<file path="src/sic_pkg.sv">
// Constants and types of the system id and control block
package sic_pkg;

    // Clock and timing
    localparam int unsigned SIC_CLK_HZ = 200_000_000;
    localparam int unsigned SIC_RST_BASE_MS = 15;
    localparam int unsigned SIC_DEB_SHORT_S = 5;
    localparam int unsigned SIC_DEB_LONG_S = 10;
    localparam longint unsigned SIC_RST_BASE_CYC =
        longint'(SIC_RST_BASE_MS) * SIC_CLK_HZ / 1000;
    localparam longint unsigned SIC_DEB_SHORT_CYC = longint'(SIC_DEB_SHORT_S) * SIC_CLK_HZ;
    localparam longint unsigned SIC_DEB_LONG_CYC = longint'(SIC_DEB_LONG_S) * SIC_CLK_HZ;

    ////////////////////////////////////////////////////////////////////////////////
    // Register indices, byte address is four times the index
    localparam int SIC_AXI_AW = 8;
    localparam logic [5:0] SIC_IDX_IDENT = 6'h00;
    localparam logic [5:0] SIC_IDX_REVCFG = 6'h01;
    localparam logic [5:0] SIC_IDX_MASKREV = 6'h02;
    localparam logic [5:0] SIC_IDX_SYSCTL1 = 6'h03;
    localparam logic [5:0] SIC_IDX_KEY = 6'h04;

    ////////////////////////////////////////////////////////////////////////////////
    // Field positions of system_control_one
    localparam int SIC_SC_ON = 15;
    localparam int SIC_SC_RSTREQ = 14;
    localparam int SIC_SC_REBOOT = 13;
    localparam int SIC_SC_OVINC = 12;
    localparam int SIC_SC_PULSE = 10;
    localparam int SIC_SC_BGSLEEP = 9;
    localparam int SIC_SC_WDHALT = 7;
    localparam int SIC_SC_CRSTEN = 6;
    localparam int SIC_SC_MEMVALID = 5;
    localparam int SIC_SC_SETUP = 4;
    localparam int SIC_SC_DEB = 3;
    localparam int SIC_SC_ONPOL = 1;
    localparam int SIC_SC_IRQPOL = 0;
    localparam logic [15:0] SIC_SC_WR_MASK = 16'hfefb;
    localparam logic [15:0] SIC_SC_KEY_PROT = 16'h408a;

    // Field positions of revision_and_config
    localparam int SIC_RV_REV = 12;
    localparam int SIC_RV_CFG = 10;

    // Values after reset, and the unlock key
    localparam logic [1:0] SIC_DEF_PULSE = 2'h3;
    localparam logic SIC_DEF_OVINC = 1'b1;
    localparam logic SIC_DEF_ONPOL = 1'b1;
    localparam logic SIC_DEF_IRQPOL = 1'b0;
    localparam logic [15:0] SIC_UNLOCK_KEY = 16'h00ca;

    // Bus responses
    localparam logic [1:0] SIC_RESP_OKAY = 2'h0;
    localparam logic [1:0] SIC_RESP_SLVERR = 2'h2;

    typedef enum logic [2:0] {
        SIC_PS_OFF = 3'b001,
        SIC_PS_ACTIVE = 3'b010,
        SIC_PS_RESTART = 3'b100
    } sic_pwr_t;

endpackage : sic_pkg

</file>
<file path="src/sic_top.sv">
// System id and control registers behind an AXI4-Lite slave
//
// The AXI4-Lite slave port was chosen for this implementation.
`timescale 1ns/10ps
// How it works
// - Identity reads a fixed code, never reset.
// - Bits 15:12 give the silicon revision.
// - Bits 11:10 show strap pins; bit 10 picks the on polarity default.
// - Low bytes give chip revision and mask id.
// - On bit reads 1 when running; 0 powers off.
// - Once off, any power-on event restarts.
// - Request 1 pulses both resets low; 0 does nothing.
// - Reboot bit picks off or reboot on fault shutdown.
// - Supply fault has over-voltage only with inclusion 1.
// - Reference sleeps if enabled and the fsm asks.
// - Halt bit at 1 freezes the watchdog.
// - Memory-valid cleared at startup and memory reset; software sets.
// - In hibernate, mode input 1 keeps memory-valid through the reset pulse.
// - Configured flag is plain storage.
// - On pin held 10 s, or 5 s if selected, shuts down.
// - On input active high at polarity 0, low at 1.
// - Interrupt active low at polarity 0, high at 1.
// - Request, halt, debounce, on polarity need the key.
// - State reset restores on, request, inclusion, chip reset, polarities.
module sic_top
    import sic_pkg::*;
#(
    parameter logic [31:0] RST_BASE_CYC = 32'(SIC_RST_BASE_CYC),
    parameter logic [31:0] DEB_SHORT_CYC = 32'(SIC_DEB_SHORT_CYC),
    parameter logic [31:0] DEB_LONG_CYC = 32'(SIC_DEB_LONG_CYC),
    // Identity values below are arbitrary
    parameter logic [15:0] DEV_IDENT = 16'h5a17,
    parameter logic [3:0] SILICON_REV = 4'h1,
    parameter logic [7:0] CUST_REV = 8'h01,
    parameter logic [7:0] MASK_IDENT = 8'h01
) (
    // Clock and reset
    input logic clock,
    input logic rst_b,
    // AXI4-Lite write address and data
    input logic s_axi_awvalid,
    output logic s_axi_awready,
    input logic [SIC_AXI_AW-1:0] s_axi_awaddr,
    input logic [2:0] s_axi_awprot,
    input logic s_axi_wvalid,
    output logic s_axi_wready,
    input logic [31:0] s_axi_wdata,
    input logic [3:0] s_axi_wstrb,
    // AXI4-Lite write response
    output logic s_axi_bvalid,
    input logic s_axi_bready,
    output logic [1:0] s_axi_bresp,
    // AXI4-Lite read
    input logic s_axi_arvalid,
    output logic s_axi_arready,
    input logic [SIC_AXI_AW-1:0] s_axi_araddr,
    input logic [2:0] s_axi_arprot,
    output logic s_axi_rvalid,
    input logic s_axi_rready,
    output logic [31:0] s_axi_rdata,
    output logic [1:0] s_axi_rresp,
    // Device pins and power events
    input logic [1:0] configPinState,
    input logic onPin,
    input logic wakeEvent,
    input logic faultShutdown,
    input logic underVoltFault,
    input logic overVoltFault,
    input logic irqRequest,
    input logic fsmSleepRequest,
    input logic hibernate,
    input logic memresetHibernateMode,
    // Outputs
    output logic processorResetOut_b,
    output logic memoryResetOut_b,
    output logic supplyFaultOut_b,
    output logic irqOut,
    output logic referenceSleep,
    output logic watchdogHalt,
    output logic chipResetEnable,
    output logic chipActive
);

    ////////////////////////////////////////////////////////////////////////////////
    // Functions

    function automatic logic [15:0] merge16(logic [15:0] oldv, logic [15:0] newv,
                                            logic [15:0] mask);
        merge16 = (newv & mask) | (oldv & ~mask);
    endfunction : merge16

    // Strap bit 0 set flips the default on-key polarity
    function automatic logic cfgOnPol(logic [1:0] cfg);
        cfgOnPol = SIC_DEF_ONPOL ^ cfg[0];
    endfunction : cfgOnPol

    ////////////////////////////////////////////////////////////////////////////////
    // Reset synchroniser

    logic rstMeta_q;
    logic rstSync_q;

    always_ff @(posedge clock or negedge rst_b) begin
        if (!rst_b) begin
            rstMeta_q <= 1'b0;
            rstSync_q <= 1'b0;
        end else begin
            rstMeta_q <= 1'b1;
            rstSync_q <= rstMeta_q;
        end
    end

    ////////////////////////////////////////////////////////////////////////////////
    // Declarations

    logic cfgDone_q;
    logic [1:0] cfgPins_q;
    sic_pwr_t pwr_q;
    sic_pwr_t pwr_d;
    logic onPrev_q;
    logic onActive;
    logic powerOnEvent;
    logic startup;
    logic shutdown;
    logic swOff;
    logic rstReq_q, reboot_q, ovInc_q, bgSleep_q, wdHalt_q, chipRstEn_q;
    logic memValid_q, setUp_q, debSel_q, onPol_q, irqPol_q;
    logic [1:0] pulseLen_q;
    logic unlocked_q;
    logic [15:0] sysRd;
    logic [15:0] laneMask;
    logic [15:0] effMask;
    logic [15:0] wrVal;
    logic sysWr;
    logic keyWr;
    logic rstReqWr;
    logic rstLoad;
    logic rstBusy;
    logic rstDone;
    logic debDone;
    logic resetOut_b_q;
    logic supplyFault_b_q;
    logic irqOut_q;
    logic refSleep_q;
    logic awHeld_q, wHeld_q, bvalid_q, rvalid_q;
    logic [5:0] awIdx_q;
    logic [15:0] wData_q;
    logic [1:0] wStrb_q;
    logic [1:0] bresp_q, rresp_q;
    logic [31:0] rdata_q;
    logic doWrite;
    logic [5:0] arIdx;
    logic [15:0] rdVal;
    logic rdHit;

    ////////////////////////////////////////////////////////////////////////////////
    // Configuration pins, caught once after reset release

    always_ff @(posedge clock or negedge rstSync_q) begin
        if (!rstSync_q) begin
            cfgDone_q <= 1'b0;
            cfgPins_q <= 2'h0;
        end else if (!cfgDone_q) begin
            cfgDone_q <= 1'b1;
            cfgPins_q <= configPinState;
        end
    end

    ////////////////////////////////////////////////////////////////////////////////
    // Power state

    assign onActive = onPol_q ? ~onPin : onPin;
    assign powerOnEvent = (onActive & ~onPrev_q) | wakeEvent;
    assign swOff = sysWr && effMask[SIC_SC_ON] && !wrVal[SIC_SC_ON];
    assign shutdown = (pwr_q == SIC_PS_ACTIVE) && (swOff || faultShutdown || debDone);

    always_comb begin
        pwr_d = pwr_q;
        case (pwr_q)
            SIC_PS_OFF: begin
                if (cfgDone_q && powerOnEvent) begin
                    pwr_d = SIC_PS_ACTIVE;
                end
            end
            SIC_PS_ACTIVE: begin
                if (shutdown) begin
                    // Only a fault reboots; a software or on-pin off stays off
                    if (faultShutdown && reboot_q && !swOff && !debDone) begin
                        pwr_d = SIC_PS_RESTART;
                    end else begin
                        pwr_d = SIC_PS_OFF;
                    end
                end
            end
            SIC_PS_RESTART: begin
                pwr_d = SIC_PS_ACTIVE;
            end
            default: begin
                pwr_d = SIC_PS_OFF;
            end
        endcase
    end

    assign startup = (pwr_q != SIC_PS_ACTIVE) && (pwr_d == SIC_PS_ACTIVE);

    always_ff @(posedge clock or negedge rstSync_q) begin
        if (!rstSync_q) begin
            pwr_q <= SIC_PS_OFF;
            onPrev_q <= 1'b1;
        end else begin
            pwr_q <= pwr_d;
            onPrev_q <= onActive;
        end
    end

    ////////////////////////////////////////////////////////////////////////////////
    // Timers: reset pulse and on-pin debounce

    assign rstReqWr = sysWr && effMask[SIC_SC_RSTREQ] && wrVal[SIC_SC_RSTREQ];
    assign rstLoad = startup || (rstReqWr && (pwr_q == SIC_PS_ACTIVE) && !shutdown);

    sic_timer #(
        .W(32)
    ) u_rstTimer (
        .clock(clock),
        .rstSync_b(rstSync_q),
        .load(rstLoad),
        .loadVal(RST_BASE_CYC << pulseLen_q),
        .busy(rstBusy),
        .done(rstDone)
    );

    // The count restarts whenever the pin lets go, so bounces never add up
    sic_timer #(
        .W(32)
    ) u_debTimer (
        .clock(clock),
        .rstSync_b(rstSync_q),
        .load(!(onActive && (pwr_q == SIC_PS_ACTIVE))),
        .loadVal(debSel_q ? DEB_SHORT_CYC : DEB_LONG_CYC),
        .busy(),
        .done(debDone)
    );

    ////////////////////////////////////////////////////////////////////////////////
    // System control fields

    assign sysRd = {(pwr_q == SIC_PS_ACTIVE), rstReq_q, reboot_q, ovInc_q, pulseLen_q,
                    bgSleep_q, 1'b0, wdHalt_q, chipRstEn_q, memValid_q, setUp_q, debSel_q,
                    1'b0, onPol_q, irqPol_q};
    assign laneMask = {{8{wStrb_q[1]}}, {8{wStrb_q[0]}}};
    assign effMask = laneMask & SIC_SC_WR_MASK
                   & (unlocked_q ? 16'hffff : ~SIC_SC_KEY_PROT);
    assign wrVal = merge16(sysRd, wData_q, effMask);
    assign sysWr = doWrite && (awIdx_q == SIC_IDX_SYSCTL1);
    assign keyWr = doWrite && (awIdx_q == SIC_IDX_KEY);

    always_ff @(posedge clock or negedge rstSync_q) begin
        if (!rstSync_q) begin
            reboot_q <= 1'b0;
            ovInc_q <= SIC_DEF_OVINC;
            pulseLen_q <= SIC_DEF_PULSE;
            bgSleep_q <= 1'b0;
            wdHalt_q <= 1'b0;
            chipRstEn_q <= 1'b0;
            setUp_q <= 1'b0;
            debSel_q <= 1'b0;
            onPol_q <= SIC_DEF_ONPOL;
            irqPol_q <= SIC_DEF_IRQPOL;
        end else begin
            if (sysWr) begin
                reboot_q <= wrVal[SIC_SC_REBOOT];
                ovInc_q <= wrVal[SIC_SC_OVINC];
                pulseLen_q <= wrVal[SIC_SC_PULSE+:2];
                bgSleep_q <= wrVal[SIC_SC_BGSLEEP];
                wdHalt_q <= wrVal[SIC_SC_WDHALT];
                chipRstEn_q <= wrVal[SIC_SC_CRSTEN];
                setUp_q <= wrVal[SIC_SC_SETUP];
                debSel_q <= wrVal[SIC_SC_DEB];
                onPol_q <= wrVal[SIC_SC_ONPOL];
                irqPol_q <= wrVal[SIC_SC_IRQPOL];
            end
            if (shutdown) begin
                ovInc_q <= SIC_DEF_OVINC;
                chipRstEn_q <= 1'b0;
                onPol_q <= cfgOnPol(cfgPins_q);
                irqPol_q <= SIC_DEF_IRQPOL;
            end
            if (!cfgDone_q) begin
                onPol_q <= cfgOnPol(configPinState);
            end
        end
    end

    // Request bit reads 1 for as long as the requested pulse runs
    always_ff @(posedge clock or negedge rstSync_q) begin
        if (!rstSync_q) begin
            rstReq_q <= 1'b0;
        end else if (shutdown) begin
            rstReq_q <= 1'b0;
        end else if (rstReqWr && (pwr_q == SIC_PS_ACTIVE)) begin
            rstReq_q <= 1'b1;
        end else if (rstDone) begin
            rstReq_q <= 1'b0;
        end
    end

    always_ff @(posedge clock or negedge rstSync_q) begin
        if (!rstSync_q) begin
            memValid_q <= 1'b0;
        end else if (startup || (rstBusy && !(hibernate && memresetHibernateMode))) begin
            memValid_q <= 1'b0;
        end else if (sysWr && effMask[SIC_SC_MEMVALID]) begin
            memValid_q <= wrVal[SIC_SC_MEMVALID];
        end
    end

    // Any write to the key register other than the key locks again
    always_ff @(posedge clock or negedge rstSync_q) begin
        if (!rstSync_q) begin
            unlocked_q <= 1'b0;
        end else if (keyWr) begin
            unlocked_q <= (merge16(16'h0000, wData_q, laneMask) == SIC_UNLOCK_KEY);
        end
    end

    ////////////////////////////////////////////////////////////////////////////////
    // Pin outputs

    always_ff @(posedge clock or negedge rstSync_q) begin
        if (!rstSync_q) begin
            resetOut_b_q <= 1'b0;
            supplyFault_b_q <= 1'b1;
            irqOut_q <= 1'b1;
            refSleep_q <= 1'b0;
        end else begin
            resetOut_b_q <= (pwr_q == SIC_PS_ACTIVE) && !rstBusy && !rstLoad;
            supplyFault_b_q <= !(underVoltFault || (overVoltFault && ovInc_q));
            irqOut_q <= irqPol_q ? irqRequest : !irqRequest;
            refSleep_q <= bgSleep_q && fsmSleepRequest;
        end
    end

    assign processorResetOut_b = resetOut_b_q;
    assign memoryResetOut_b = resetOut_b_q;
    assign supplyFaultOut_b = supplyFault_b_q;
    assign irqOut = irqOut_q;
    assign referenceSleep = refSleep_q;
    assign watchdogHalt = wdHalt_q;
    assign chipResetEnable = chipRstEn_q;
    assign chipActive = (pwr_q == SIC_PS_ACTIVE);

    ////////////////////////////////////////////////////////////////////////////////
    // AXI4-Lite write channel

    assign s_axi_awready = !awHeld_q && !bvalid_q;
    assign s_axi_wready = !wHeld_q && !bvalid_q;
    assign doWrite = awHeld_q && wHeld_q && !bvalid_q;

    always_ff @(posedge clock or negedge rstSync_q) begin
        if (!rstSync_q) begin
            awHeld_q <= 1'b0;
            wHeld_q <= 1'b0;
            bvalid_q <= 1'b0;
            awIdx_q <= 6'h00;
            wData_q <= 16'h0000;
            wStrb_q <= 2'h0;
            bresp_q <= SIC_RESP_OKAY;
        end else begin
            if (s_axi_awvalid && s_axi_awready) begin
                awHeld_q <= 1'b1;
                awIdx_q <= s_axi_awaddr[SIC_AXI_AW-1:2];
            end
            if (s_axi_wvalid && s_axi_wready) begin
                wHeld_q <= 1'b1;
                wData_q <= s_axi_wdata[15:0];
                wStrb_q <= s_axi_wstrb[1:0];
            end
            if (doWrite) begin
                awHeld_q <= 1'b0;
                wHeld_q <= 1'b0;
                bvalid_q <= 1'b1;
                // Read-only registers drop writes; beyond the map is an error
                bresp_q <= (awIdx_q <= SIC_IDX_KEY) ? SIC_RESP_OKAY : SIC_RESP_SLVERR;
            end else if (bvalid_q && s_axi_bready) begin
                bvalid_q <= 1'b0;
            end
        end
    end

    assign s_axi_bvalid = bvalid_q;
    assign s_axi_bresp = bresp_q;

    ////////////////////////////////////////////////////////////////////////////////
    // AXI4-Lite read channel

    assign arIdx = s_axi_araddr[SIC_AXI_AW-1:2];

    always_comb begin
        rdHit = 1'b1;
        if (arIdx == SIC_IDX_IDENT) begin
            rdVal = DEV_IDENT;
        end else if (arIdx == SIC_IDX_REVCFG) begin
            rdVal = {SILICON_REV, cfgPins_q, 2'h0, CUST_REV};
        end else if (arIdx == SIC_IDX_MASKREV) begin
            rdVal = {8'h00, MASK_IDENT};
        end else if (arIdx == SIC_IDX_SYSCTL1) begin
            rdVal = sysRd;
        end else if (arIdx == SIC_IDX_KEY) begin
            rdVal = {15'h0000, unlocked_q};
        end else begin
            rdVal = 16'h0000;
            rdHit = 1'b0;
        end
    end

    assign s_axi_arready = !rvalid_q;

    always_ff @(posedge clock or negedge rstSync_q) begin
        if (!rstSync_q) begin
            rvalid_q <= 1'b0;
            rdata_q <= 32'h00000000;
            rresp_q <= SIC_RESP_OKAY;
        end else if (s_axi_arvalid && s_axi_arready) begin
            rvalid_q <= 1'b1;
            rdata_q <= {16'h0000, rdVal};
            rresp_q <= rdHit ? SIC_RESP_OKAY : SIC_RESP_SLVERR;
        end else if (rvalid_q && s_axi_rready) begin
            rvalid_q <= 1'b0;
        end
    end

    assign s_axi_rvalid = rvalid_q;
    assign s_axi_rdata = rdata_q;
    assign s_axi_rresp = rresp_q;

endmodule : sic_top

</file>
<file path="src/sic_timer.sv">
// Loadable down counter for reset pulse and debounce
`timescale 1ns/10ps
module sic_timer #(
    parameter int W = 32
) (
    // Clock and reset
    input logic clock,
    input logic rstSync_b,
    // Control
    input logic load,
    input logic [W-1:0] loadVal,
    // Status
    output logic busy,
    output logic done
);

    logic [W-1:0] cnt_q;
    logic done_q;

    always_ff @(posedge clock or negedge rstSync_b) begin
        if (!rstSync_b) begin
            cnt_q <= '0;
            done_q <= 1'b0;
        end else begin
            done_q <= !load && (cnt_q == W'(1));
            if (load) begin
                cnt_q <= loadVal;
            end else if (cnt_q != '0) begin
                cnt_q <= cnt_q - W'(1);
            end
        end
    end

    assign busy = (cnt_q != '0);
    assign done = done_q;

endmodule : sic_timer

</file>
<file path="config.mk">
export PLATFORM = sky130hd
export DESIGN_NAME = sic_top
export DESIGN_NICKNAME = d
export VERILOG_FILES = /design/src/sic_pkg.sv /design/src/sic_top.sv /design/src/sic_timer.sv
export SDC_FILE = /design/constraint.sdc
export NUM_CORES = 1
export LEC_CHECK = 0
export BUFFER_PORTS_ARGS = -buffer_cell sky130_fd_sc_hd__buf_2
export CAP_MARGIN = 20
export CORE_ASPECT_RATIO = 0.8
export CORE_MARGIN = 3
export CORE_UTILIZATION = 56
export DETAILED_ROUTE_END_ITERATION = 10
export PLACE_DENSITY = 0.87
export SETUP_SLACK_MARGIN = 0.15
export SYNTH_ARGS = -nofsm -noshare
export SYNTH_HDL_FRONTEND = slang
export SYNTH_SLANG_ARGS = --single-unit
</file>
<file path="constraint.sdc">
create_clock -name clock -period 5 [get_ports clock]
set_clock_uncertainty 0.1 [all_clocks]
set_input_delay 0.25 -clock clock [delete_from_list [all_inputs] [get_ports clock]]
set_output_delay 0.25 -clock clock [all_outputs]
set_load 0.05 [all_outputs]
</file>
# == Word-level counts from Yosys, hierarchy flattened ==
# Index checks and enable logic that the tools add are counted.
# Widths: inputs -> output; s select.
# classes
reduce_logical,62
bitwise,12
n_eq_ne,16
shift,1
addsub,2
n_lt_le_gt_ge,1
muxes,46
# op_table
op,count
$mux 32,4
$and 16x16->16,4
$eq 32x1->1 const B,2
$mux 16,4
$reduce_bool 32->1,2
$sub 32x1->32 const B,2
$logic_and 1x1->1,33
$shl 22x2->32 const A,1
$mux 31,1
$mux 1,30
$eq 6x2->1 const B,3
$eq 16x8->1 const B,1
$not 16->16,1
$or 16x16->16,1
$mux 15,1
$reduce_bool 2->1,7
$logic_not 1->1,13
$eq 6x3->1 const B,2
$mux 3,3
$pmux 3 s3,1
$eq 3x2->1 const B,2
$eq 6x1->1 const B,1
$le 6x3->1 const B,1
$logic_not 6->1,1
other kinds (11),19
# word_totals
wordCells,177
ff_bits,141
input_bits,76
out_inout_bits,49

# == Longest topological paths before layout ==
# Gate-level depths: netlist of the first run.
# logic_depth
depth_word,18
mapped_depth,9
depth_no_buf,7

# == Hierarchy ==
# A second synthesis of the first run with hierarchy kept.
# unflattened
cells_unflattened,686
area_unflattened_um2,7299.5
# modules_own_cells
mod,cells_each,area_each_um2,instances
sic_timer,205,2000.7,2
sic_top,276,3298.2,1

# == Least setup slack after synthesis of the first run ==
# Ideal clock, no wire load.
# synth_timing
path_kind,reg-to-reg
from,reg bvalid_q (netlist: s_axi_bvalid)
to,reg u_rstTimer.cnt_q[5]
t_required_ns,4.781
path_stages_with_launch,9
n_path_buf,3
t_arrival_ns,2.370
setup_slack_ns,2.412
period_less_slack_ns,2.588
cell_sequence,dfrtp_1 -> and3b_1 -> clkbuf_1 -> nand4_1 -> or3_1 -> and2_1 -> clkbuf_1 -> clkbuf_1 -> o21a_1
# synth_via
elab_chain_cells,15
# synth_lines
item,line_no,text
"start, declared",sic_top.sv:145,"logic awHeld_q, wHeld_q, bvalid_q, rvalid_q;"
"start signal, assigned",sic_top.sv:364,bvalid_q <= 1'b0;
"start signal, assigned",sic_top.sv:382,bvalid_q <= 1'b1;
"start signal, assigned",sic_top.sv:386,bvalid_q <= 1'b0;
$logic_not 1->1 (*),sic_top.sv:358,assign doWrite = awHeld_q && wHeld_q && !bvalid_q;
$logic_and 1x1->1 (*),sic_top.sv:358,
$logic_and 1x1->1 (*),sic_top.sv:255,assign sysWr = doWrite && (awIdx_q == SIC_IDX_SYSCTL1);
$logic_and 1x1->1 (2 in a row),sic_top.sv:174,assign swOff = sysWr && effMask[SIC_SC_ON] && !wrVal[SIC_SC_ON];
$logic_not 1->1,sic_top.sv:188,if (faultShutdown && reboot_q && !swOff && !debDone) begin
$logic_and 1x1->1 (2 in a row),sic_top.sv:188,
$mux 3,sic_top.sv:188,
$mux 3,sic_top.sv:186,if (shutdown) begin
$pmux 3 s3,sic_top.sv:179,case (pwr_q)
$eq 3x2->1,sic_top.sv:204,assign startup = (pwr_q != SIC_PS_ACTIVE) && (pwr_d == SIC_PS_ACTIVE);
$logic_and 1x1->1,sic_top.sv:204,
$logic_or 1x1->1 (*),sic_top.sv:220,assign rstLoad = startup || (rstReqWr && (pwr_q == SIC_PS_ACTIVE) && !shutdown);
$mux 32 or $reduce_bool 2->1 (tied branches),--,
"end signal, assigned",sic_timer.sv:27,cnt_q <= loadVal;
"end signal, assigned",sic_timer.sv:29,cnt_q <= cnt_q - W'(1);
"end, declared",sic_timer.sv:17,logic [W-1:0] cnt_q;
# Every way passes the cells marked *; elsewhere a longest branch is shown, timed or not.
# A chain may end at the register's enable or synchronous reset.

# == Worst setup path after layout of the first run ==
# layout_timing
from,reg awIdx_q[3]
to,reg u_rstTimer.done_q (netlist: u_rstTimer.done)
# layout_via
elab_chain_cells,15
# layout_lines
item,line_no,text
"start, declared",sic_top.sv:146,logic [5:0] awIdx_q;
"start signal, assigned",sic_top.sv:372,awIdx_q <= s_axi_awaddr[SIC_AXI_AW-1:2];
$eq 6x2->1 (*),sic_top.sv:255,
$logic_and 1x1->1 (*),sic_top.sv:255,
$logic_and 1x1->1 (2 in a row),sic_top.sv:174,
$logic_not 1->1,sic_top.sv:188,
$logic_and 1x1->1 (2 in a row),sic_top.sv:188,
$mux 3,sic_top.sv:188,
$mux 3,sic_top.sv:186,
$pmux 3 s3,sic_top.sv:179,
$eq 3x2->1,sic_top.sv:204,
$logic_and 1x1->1,sic_top.sv:204,
$logic_or 1x1->1 (*),sic_top.sv:220,
$logic_not 1->1 (*),sic_timer.sv:25,done_q <= !load && (cnt_q == W'(1));
$logic_and 1x1->1 (*),sic_timer.sv:25,
"end signal, assigned",sic_timer.sv:25,
"end, declared",sic_timer.sv:18,logic done_q;
# Marked as above.

==> run metrics, run 1 <==
outcome complete, no violations; CP max stage cell or3_1; Area contributors post-synth dfrtp_1, mux2_2, a21oi_1; Clock Pin Slew Worst Setup and Hold Paths around 0.070 ns; initial antenna violation count 1; row count 35; Peak Freq a little over 300 MHz; TritonCTS Sinks 138; VDD IR max slightly below 0.5 mV; fin crit share 0.648; Placeable Area 11900 µm²; worst slew pin tran 1.06 ns; #FFs+latches synth ~140; largest net degree at the start of global routing 88; r2r startpoint awIdx_q[3]$_DFFE_PN0P_; CTS Buf Count 17; H-tree depth 4; CP Class flip-flop to flip-flop; setup bufs post-CTS 0; CTS tree done; async set or reset register ratio after synthesis 1.00; DRC 0; Via Count roughly 6400; Root Buffer clkbuf_16; Mean Syn Cell Area about 10 µm²; Seq/Total Area, Yosys 0.493; Lkg Pwr approximately 3.6 nW; worst hold path type primary input to asynchronous set/reset pin; min Tclk post-route 3.24 ns; Total Routing Usage GR 0.290; setup TNS 0 ns; pre-CTS WS 1.99 ns; die area 13900 µm²; Top FF cell, synth dfrtp_1; crit-path max FO 18; Die Height between 100 and 150 µm; Cell Pwr Density approximately 460 nW/µm²; layout cell share with drive strength beyond 1 0.216; crit path cell chain nor3_1, nand4_1, or3_1, nand2_1, nor2_1; net switching share of the total power 0.349; R2R depth 5; Detailed Routing Iterations Pass 1 7; Post-synth EDFFs 0; Avg WL per Cell roughly 21 µm; CTS max path bufs 2; Worst-Skew Late Latency 0.43 ns; Crit path arrival time 3.40 ns; Post-DP Area approximately 7500 µm²; Fin. Hold Viols 0; post_cts resized 0; CP Depth 5; clock network fraction of design power 0.343; Final Max Tran Viols 0; I/O pin cnt roughly 130; internal power roughly 2.5 mW; max-cap violations 0; relative slew slack 0.287; area leader, netlist dfrtp_1; first-pass GRT wire length 32400 µm; RSZ-0062 raised after global routing no; vias in the first global route between 6000 and 7000; DRT Wirelength just over 20000 µm; Crit. End Element flip-flop; share of the synthesized area in the top cell type 0.463; Flop pwr share 0.422; 1st-iter DRT viols between 700 and 800; post-route cell area 8450 µm²; worst r2r dst u_rstTimer.done$_DFF_PN0_; Setup crit start awIdx_q[3]$_DFFE_PN0P_; Largest delay share family, worst path simple AND/OR/NAND/NOR gates; GPL Wtd Cong ~0.94; Antenna Nets Post-Route 0; Post-Synthesis Cells 687; vias per inst ~6.6; Syn Std Cell Area 7030 µm²; Buffers on Ports just under 80; post-synthesis cell type count 62; initial core utilization 0.592; Die X roughly 130 µm; synth warn 0; Critical Path Start Type flip-flop; Area Overhead vs Synth 20.3%; Crit path largest cell delay around 0.7 ns; Net count, final approximately 880; setup slack after layout ~1.8 ns; final core utilization 0.712; sw power around 1.4 mW; HPWL after DPL about 12000 µm; Comb pwr share 0.235; Critical Path End u_rstTimer.done$_DFF_PN0_; Critical Path RT approximately 5.2 ns; CP Buf/Inv Count 0; final setup violation count 0; grt ovf 0; worst reg2reg setup slack between 1.5 and 2 ns
## cell usage in the layout, fill, tap and decap left out, types with 8 or more instances in the layout
| cell type | synthesis | final |
|---|---|---|
| nand2b_1 | 10 | 10 |
| or4_1 | 20 | 20 |
| nor3_1 | 21 | 21 |
| nor2_1 | 40 | 40 |
| conb_1 | 2 | 21 |
| nand3_1 | 24 | 24 |
| mux2_2 | 33 | 33 |
| and2_1 | 8 | 8 |
| ha_1 | 11 | 11 |
| nand2_1 | 40 | 40 |
| clkbuf_16 | 0 | 17 |
| buf_2 | 4 | 77 |
| a21oi_1 | 45 | 45 |
| a31oi_1 | 17 | 17 |
| o21ai_0 | 24 | 24 |
| nor4_1 | 15 | 15 |
| dlygate4sd3_1 | 0 | 35 |
| inv_1 | 19 | 19 |
| o31ai_1 | 28 | 28 |
| nand4_1 | 14 | 14 |
| dfrtp_1 | 130 | 129 |
| xor2_1 | 10 | 10 |
| or3_1 | 17 | 17 |
| dfstp_2 | 8 | 8 |
| mux2i_1 | 9 | 9 |
## cells in the mapped netlist, types with 5 or more instances
cell      instances
nor4_1           15
dfstp_2           8
or4_1            20
ha_1             11
mux2i_1           9
o21ai_0          24
xor2_1           10
nor2_1           40
dfrtp_1         130
a21oi_1          45
or3_1            17
and2_1            8
nor3_1           21
nand3_1          24
a22o_1            6
o31ai_1          28
nand4_1          14
buf_4            20
xnor2_1           6
a211oi_1          7
mux2_2           33
nand2_1          40
nand2b_1         10
inv_1            19
or2_2             6
and3_1            5
o41ai_1           6
a31oi_1          17
clkbuf_1         19
## worst min-delay path by stage
stage | endpoint | startpoint | slack [ns] | depth (start not counted)
CTS | rstSync_q$_DFF_PN0_ | rst_b | 0.02 | 2
finish | rstSync_q$_DFF_PN0_ | rst_b | 0.03 | 2
global placement | rstMeta_q$_DFF_PN0_ | rst_b | -0.07 | 1
detailed placement | rstMeta_q$_DFF_PN0_ | rst_b | -0.06 | 1
floorplan | rstMeta_q$_DFF_PN0_ | rst_b | -0.15 | 0
global route | rstSync_q$_DFF_PN0_ | rst_b | 0.03 | 2
## metrics by stage
step                      power, mW  hold slack, ns  cells
final                          3.88          0.0298    977
after global placement         2.40         -0.0652    908
after floorplan                2.23          -0.146    706
after global routing           4.03          0.0329    977
after detailed placement       2.47         -0.0637    908
after CTS                      3.81          0.0181    975
## area by class of cell
| class | count | area, µm² |
|---|---|---|
| sequential | 138 | 3470 |
| fill | 746 | 3420 |
| multi-input combinational | 505 | 3310 |
| timing repair buffer | 116 | 778 |
| clock buffer | 17 | 425 |
| tap | 166 | 208 |
| clock inverter | 15 | 189 |
| inverter | 19 | 71.3 |
| antenna | 1 | 2.50 |
## metal layers
layer  GRT usage  routed length (µm)
met1       0.372                7760
met3      0.0525                1780
met5           0                   0
met2       0.482                9960
met4       0.139                 824
## power groups by stage
stage                     Combinational, mW  Clock (mW)  Sequential [mW]
after floorplan                       0.610           0             1.62
after global placement                0.795           0             1.60
after detailed placement              0.836           0             1.63
after CTS                             0.871        1.32             1.61
after global routing                  0.984        1.38             1.66
final                                 0.910        1.33             1.64
## state kept, by name (all words and copies together) (netlist names), 2 cells and up, named ones only
name and count:
u_debTimer.cnt_q 32, u_rstTimer.cnt_q 32, s_axi_rdata 15, wData_q 16, pwr_q 3, wStrb_q 2
awIdx_q 6, cfgPins_q 2
## logic make-up (layout without fill, tap and decap cells)
| logic type | Yosys count | in the layout | share of synthesized area |
|---|---|---|---|
| XOR/XNOR | 16 | 16 | 0.0199 |
| buffers and inverters | 63 | 167 | 0.0461 |
| other | 2 | 22 | 0.00107 |
| AND/OR/NAND/NOR | 253 | 253 | 0.205 |
| AO/OA/AOI/OAI | 162 | 162 | 0.150 |
| multiplexers | 42 | 42 | 0.0657 |
| flip-flops | 138 | 138 | 0.493 |
| adder cells (fa/ha/maj) | 11 | 11 | 0.0196 |
## worst register-to-register path: stages (launching register included)
cell	delay [ns]
dfrtp_1	0.40
nor3_1	0.52
nand4_1	0.56
or3_1	0.72
nand2_1	0.62
nor2_1	0.17
## what timing repair did
action / in CTS / in global routing
setup endpoints to repair: 0 / 0
hold buffers: 35 / 0
hold endpoints to repair: 37 / 0
No activity file was read; power rests on OpenSTA's default activity.
==> inputs of run 2 (changes only) <==
CORE_UTILIZATION = 51   (was 56)
PLACE_DENSITY = 0.84   (was 0.87)
clock period = 2.7 ns   (was 5 ns; I/O delays follow)
==> run 2 against run 1 <==
Net effect: sequential cell count is the same; sequential share of layout area shrank 1.8 points; power is 87% higher; wire length increased by 1.5%; sequential power grew 85%; maximum frequency increased by 30%; non-clock buffer count grew 41; via count up 0.72%; global-route usage decreased by 1.6 points; first-iteration DRC count increased by 8.6%; core utilization shrank 4.0 points; die area up 9.3%; critical path type unchanged; critical endpoint is now u_debTimer.cnt_q[28]$_DFFE_PN0P_.
==> run metrics, run 2 (same netlist as run 1, synthesis figures left out) <==
outcome complete, no violations; Final Max Tran Viols 0 (unchanged); most frequent cells in the layout dfrtp_1, buf_2, a21oi_1, dlygate4sd3_1, nand2_1; GPL Wtd Cong 0.892 (-4.8%); vias per inst 6.29 (-4.1%); Crit. End Element flip-flop; R2R depth 6 (+1); r2r startpoint u_debTimer.cnt_q[25]$_DFFE_PN0P_; Worst Hold End s_axi_rdata[12]$_DFFE_PN0P_; min Tclk post-route 2.48 ns (-0.754 ns); worst hold path type primary input to flip-flop; relative slew slack 0.418 (+0.131); Net count, final 925 (+4.6%); largest net degree at the start of global routing 48 (-45%); Fin. Hold Viols 0 (unchanged); fin crit share 0.920 (+0.272); VDD IR max 0.605 mV (+22%); HPWL after DPL 12000 µm (-2.1%); worst reg2reg setup slack 0.22 ns (-1.55 ns); DRT Wirelength 20600 µm (+1.5%); setup slack after layout 0.215 ns (-1.55 ns); Inserted Diodes 0 (-1); H-tree depth 4 (unchanged); Via Count 6449 (+0.72%); Buffers on Ports 77 (unchanged); worst slew pin tran 0.871 ns (-0.189 ns); worst r2r dst u_debTimer.cnt_q[28]$_DFFE_PN0P_; most used cell, CP or4_4; grt ovf 0 (unchanged); hold path depth 3; die area 15200 µm² (+9.3%); Total Routing Usage GR 0.274 (-0.0155); Cell Pwr Density 819 nW/µm² (+79%); Clock Pin Slew Worst Setup and Hold Paths 0.07 ns (about the same); crit path cell chain or4_4, or4_4, nor4_1, buf_4, or4_2, nand3_1; CP Buf/Inv Count 1 (+1); Placeable Area 13100 µm² (+11%); CTS tree done; Die X 137 µm (+4.6%); Critical Path RT 2.88 ns (-2.28 ns); Crit path largest cell delay 0.57 ns (-0.14 ns); M2 GR Usage 0.439 (-0.0435); Detailed Routing Iterations Pass 1 5 (-2); CTS Buf Count 17 (unchanged); Root Buffer clkbuf_16; max-cap violations 0 (unchanged); I/O pin cnt 125 (unchanged); CTS max path bufs 2 (unchanged); Antenna Nets Post-Route 0 (unchanged); Fillers 854 (+14%); Multi-input gate area 3360 µm² (+1.5%); Area Overhead vs Synth 25.8%; RSZ-0062 raised after global routing no; most common library cell in the layout ignoring fill and taps dfrtp_1; HP Start s_axi_araddr[3]; crit-path max FO 6 (-12); Crit path arrival time 2.66 ns (-0.74 ns); first-pass GRT wire length 33100 µm (+2.3%); vias in the first global route 6211 (-0.72%); Die Height 111 µm (+4.5%); Critical Path Start Type flip-flop; row count 37 (+5.7%); Peak Freq 402 MHz (+30%); final setup violation count 0 (unchanged); register area 3470 µm² (about the same); Largest delay share family, worst path simple AND/OR/NAND/NOR gates; Worst-Skew Late Latency 0.43 ns (about the same); initial core utilization 0.534 (-0.0576); pre-CTS WS 0.0579 ns (-1.94 ns); Lkg Pwr 3.85 nW (+6.5%); setup TNS 0 ns (unchanged); CP Class flip-flop to flip-flop; met1 Usage GRT 0.369 (-0.00222); 1st-iter DRT viols 772 (+8.6%); initial antenna violation count 0 (-1); GR peak layer met2; TritonCTS Sinks 138 (unchanged); layout cell share with drive strength beyond 1 0.260 (+0.0436); largest registers u_debTimer.cnt_q x32, u_rstTimer.cnt_q x32, wData_q x16; DRC 0 (unchanged); Avg WL per Cell 20.1 µm (-3.3%); met3 global-route usage 0.0581 (+0.00557); CP max stage cell or4_4
==> run 2: changes by cell type in the layout (fill, tap and decap cells not counted), moves of 2 or more <==
| cell | delta |
|---|---|
| nor3b_2 | +2 |
| dlygate4sd3_1 | +7 |
| or4_4 | +2 |
| clkinv_4 | -2 |
| buf_4 | +32 |
| inv_6 | +2 |
| nor3b_1 | -2 |
| or4_1 | -2 |
| inv_8 | +2 |
==> run 2: worst max path at each step <==
stage | startpoint | endpoint | slack (ns) | depth (start not counted)
floorplan | rstSync_q$_DFF_PN0_ | s_axi_bvalid$_DFFE_PN0P_ | 0.14 | 0
global placement | u_debTimer.cnt_q[25]$_DFFE_PN0P_ | u_debTimer.cnt_q[9]$_DFFE_PN0P_ | 0.13 | 6
detailed placement | u_debTimer.cnt_q[25]$_DFFE_PN0P_ | u_debTimer.cnt_q[9]$_DFFE_PN0P_ | 0.06 | 6
CTS | u_debTimer.cnt_q[25]$_DFFE_PN0P_ | u_debTimer.cnt_q[9]$_DFFE_PN0P_ | 0.15 | 6
global route | u_debTimer.cnt_q[25]$_DFFE_PN0P_ | u_debTimer.cnt_q[17]$_DFFE_PN0P_ | 0.15 | 6
finish | u_debTimer.cnt_q[25]$_DFFE_PN0P_ | u_debTimer.cnt_q[28]$_DFFE_PN0P_ | 0.22 | 6
==> run 2: cell type report <==
| cell class | count | area share |
|---|---|---|
| clock buffers | 17 | 0.0481 |
| clock inverters | 15 | 0.0200 |
| inverters | 19 | 0.00807 |
| multi-input cells | 505 | 0.380 |
| flip-flops and latches | 138 | 0.392 |
| well taps | 175 | 0.0248 |
| repair buffers | 157 | 0.127 |
==> run 2: timing repair <==
action	CTS	global route
gates resized for setup	1	12
setup endpoints to repair	14	34
pin swaps	0	2
setup buffers	0	1
endpoints found under the hold margin	43	0
hold buffers	42	0
==> run 2: worst reg2reg max path, stage by stage (launching register included) <==
cell     delay, ns
dfrtp_1       0.43
or4_4         0.57
or4_4         0.51
nor4_1        0.35
buf_4         0.18
or4_2         0.10
nand3_1       0.09
==> run 2: where the power goes <==
part           total [mW]  internal, mW  switching (mW)
clock                2.44          1.40            1.04
combinational        1.77         0.743            1.03
sequential           3.03          2.53           0.502
total                7.24          4.67            2.57
==> run 2: stage by stage <==
stage	hold WS [ns]	util	cells	total power [mW]	instance area (µm²)
3_5_place_dp	-0.176	0.590	951	4.61	7760
5_1_grt	0.0700	0.672	1026	7.54	8840
4_1_cts	0.0198	0.668	1025	7.09	8780
2_1_floorplan	-0.261	-	706	4.13	7100
3_3_place_gp	-0.179	0.590	951	4.54	7760
6_report	0.0323	0.672	1026	7.24	8840
==> run 2: layer usage <==
metal	vias up	routed length [µm]	share of wire
met2	377	10200	0.50
li1	2838	-	-
met3	61	1570	0.076
met1	3173	8250	0.40
met5	-	0	0
met4	0	596	0.029
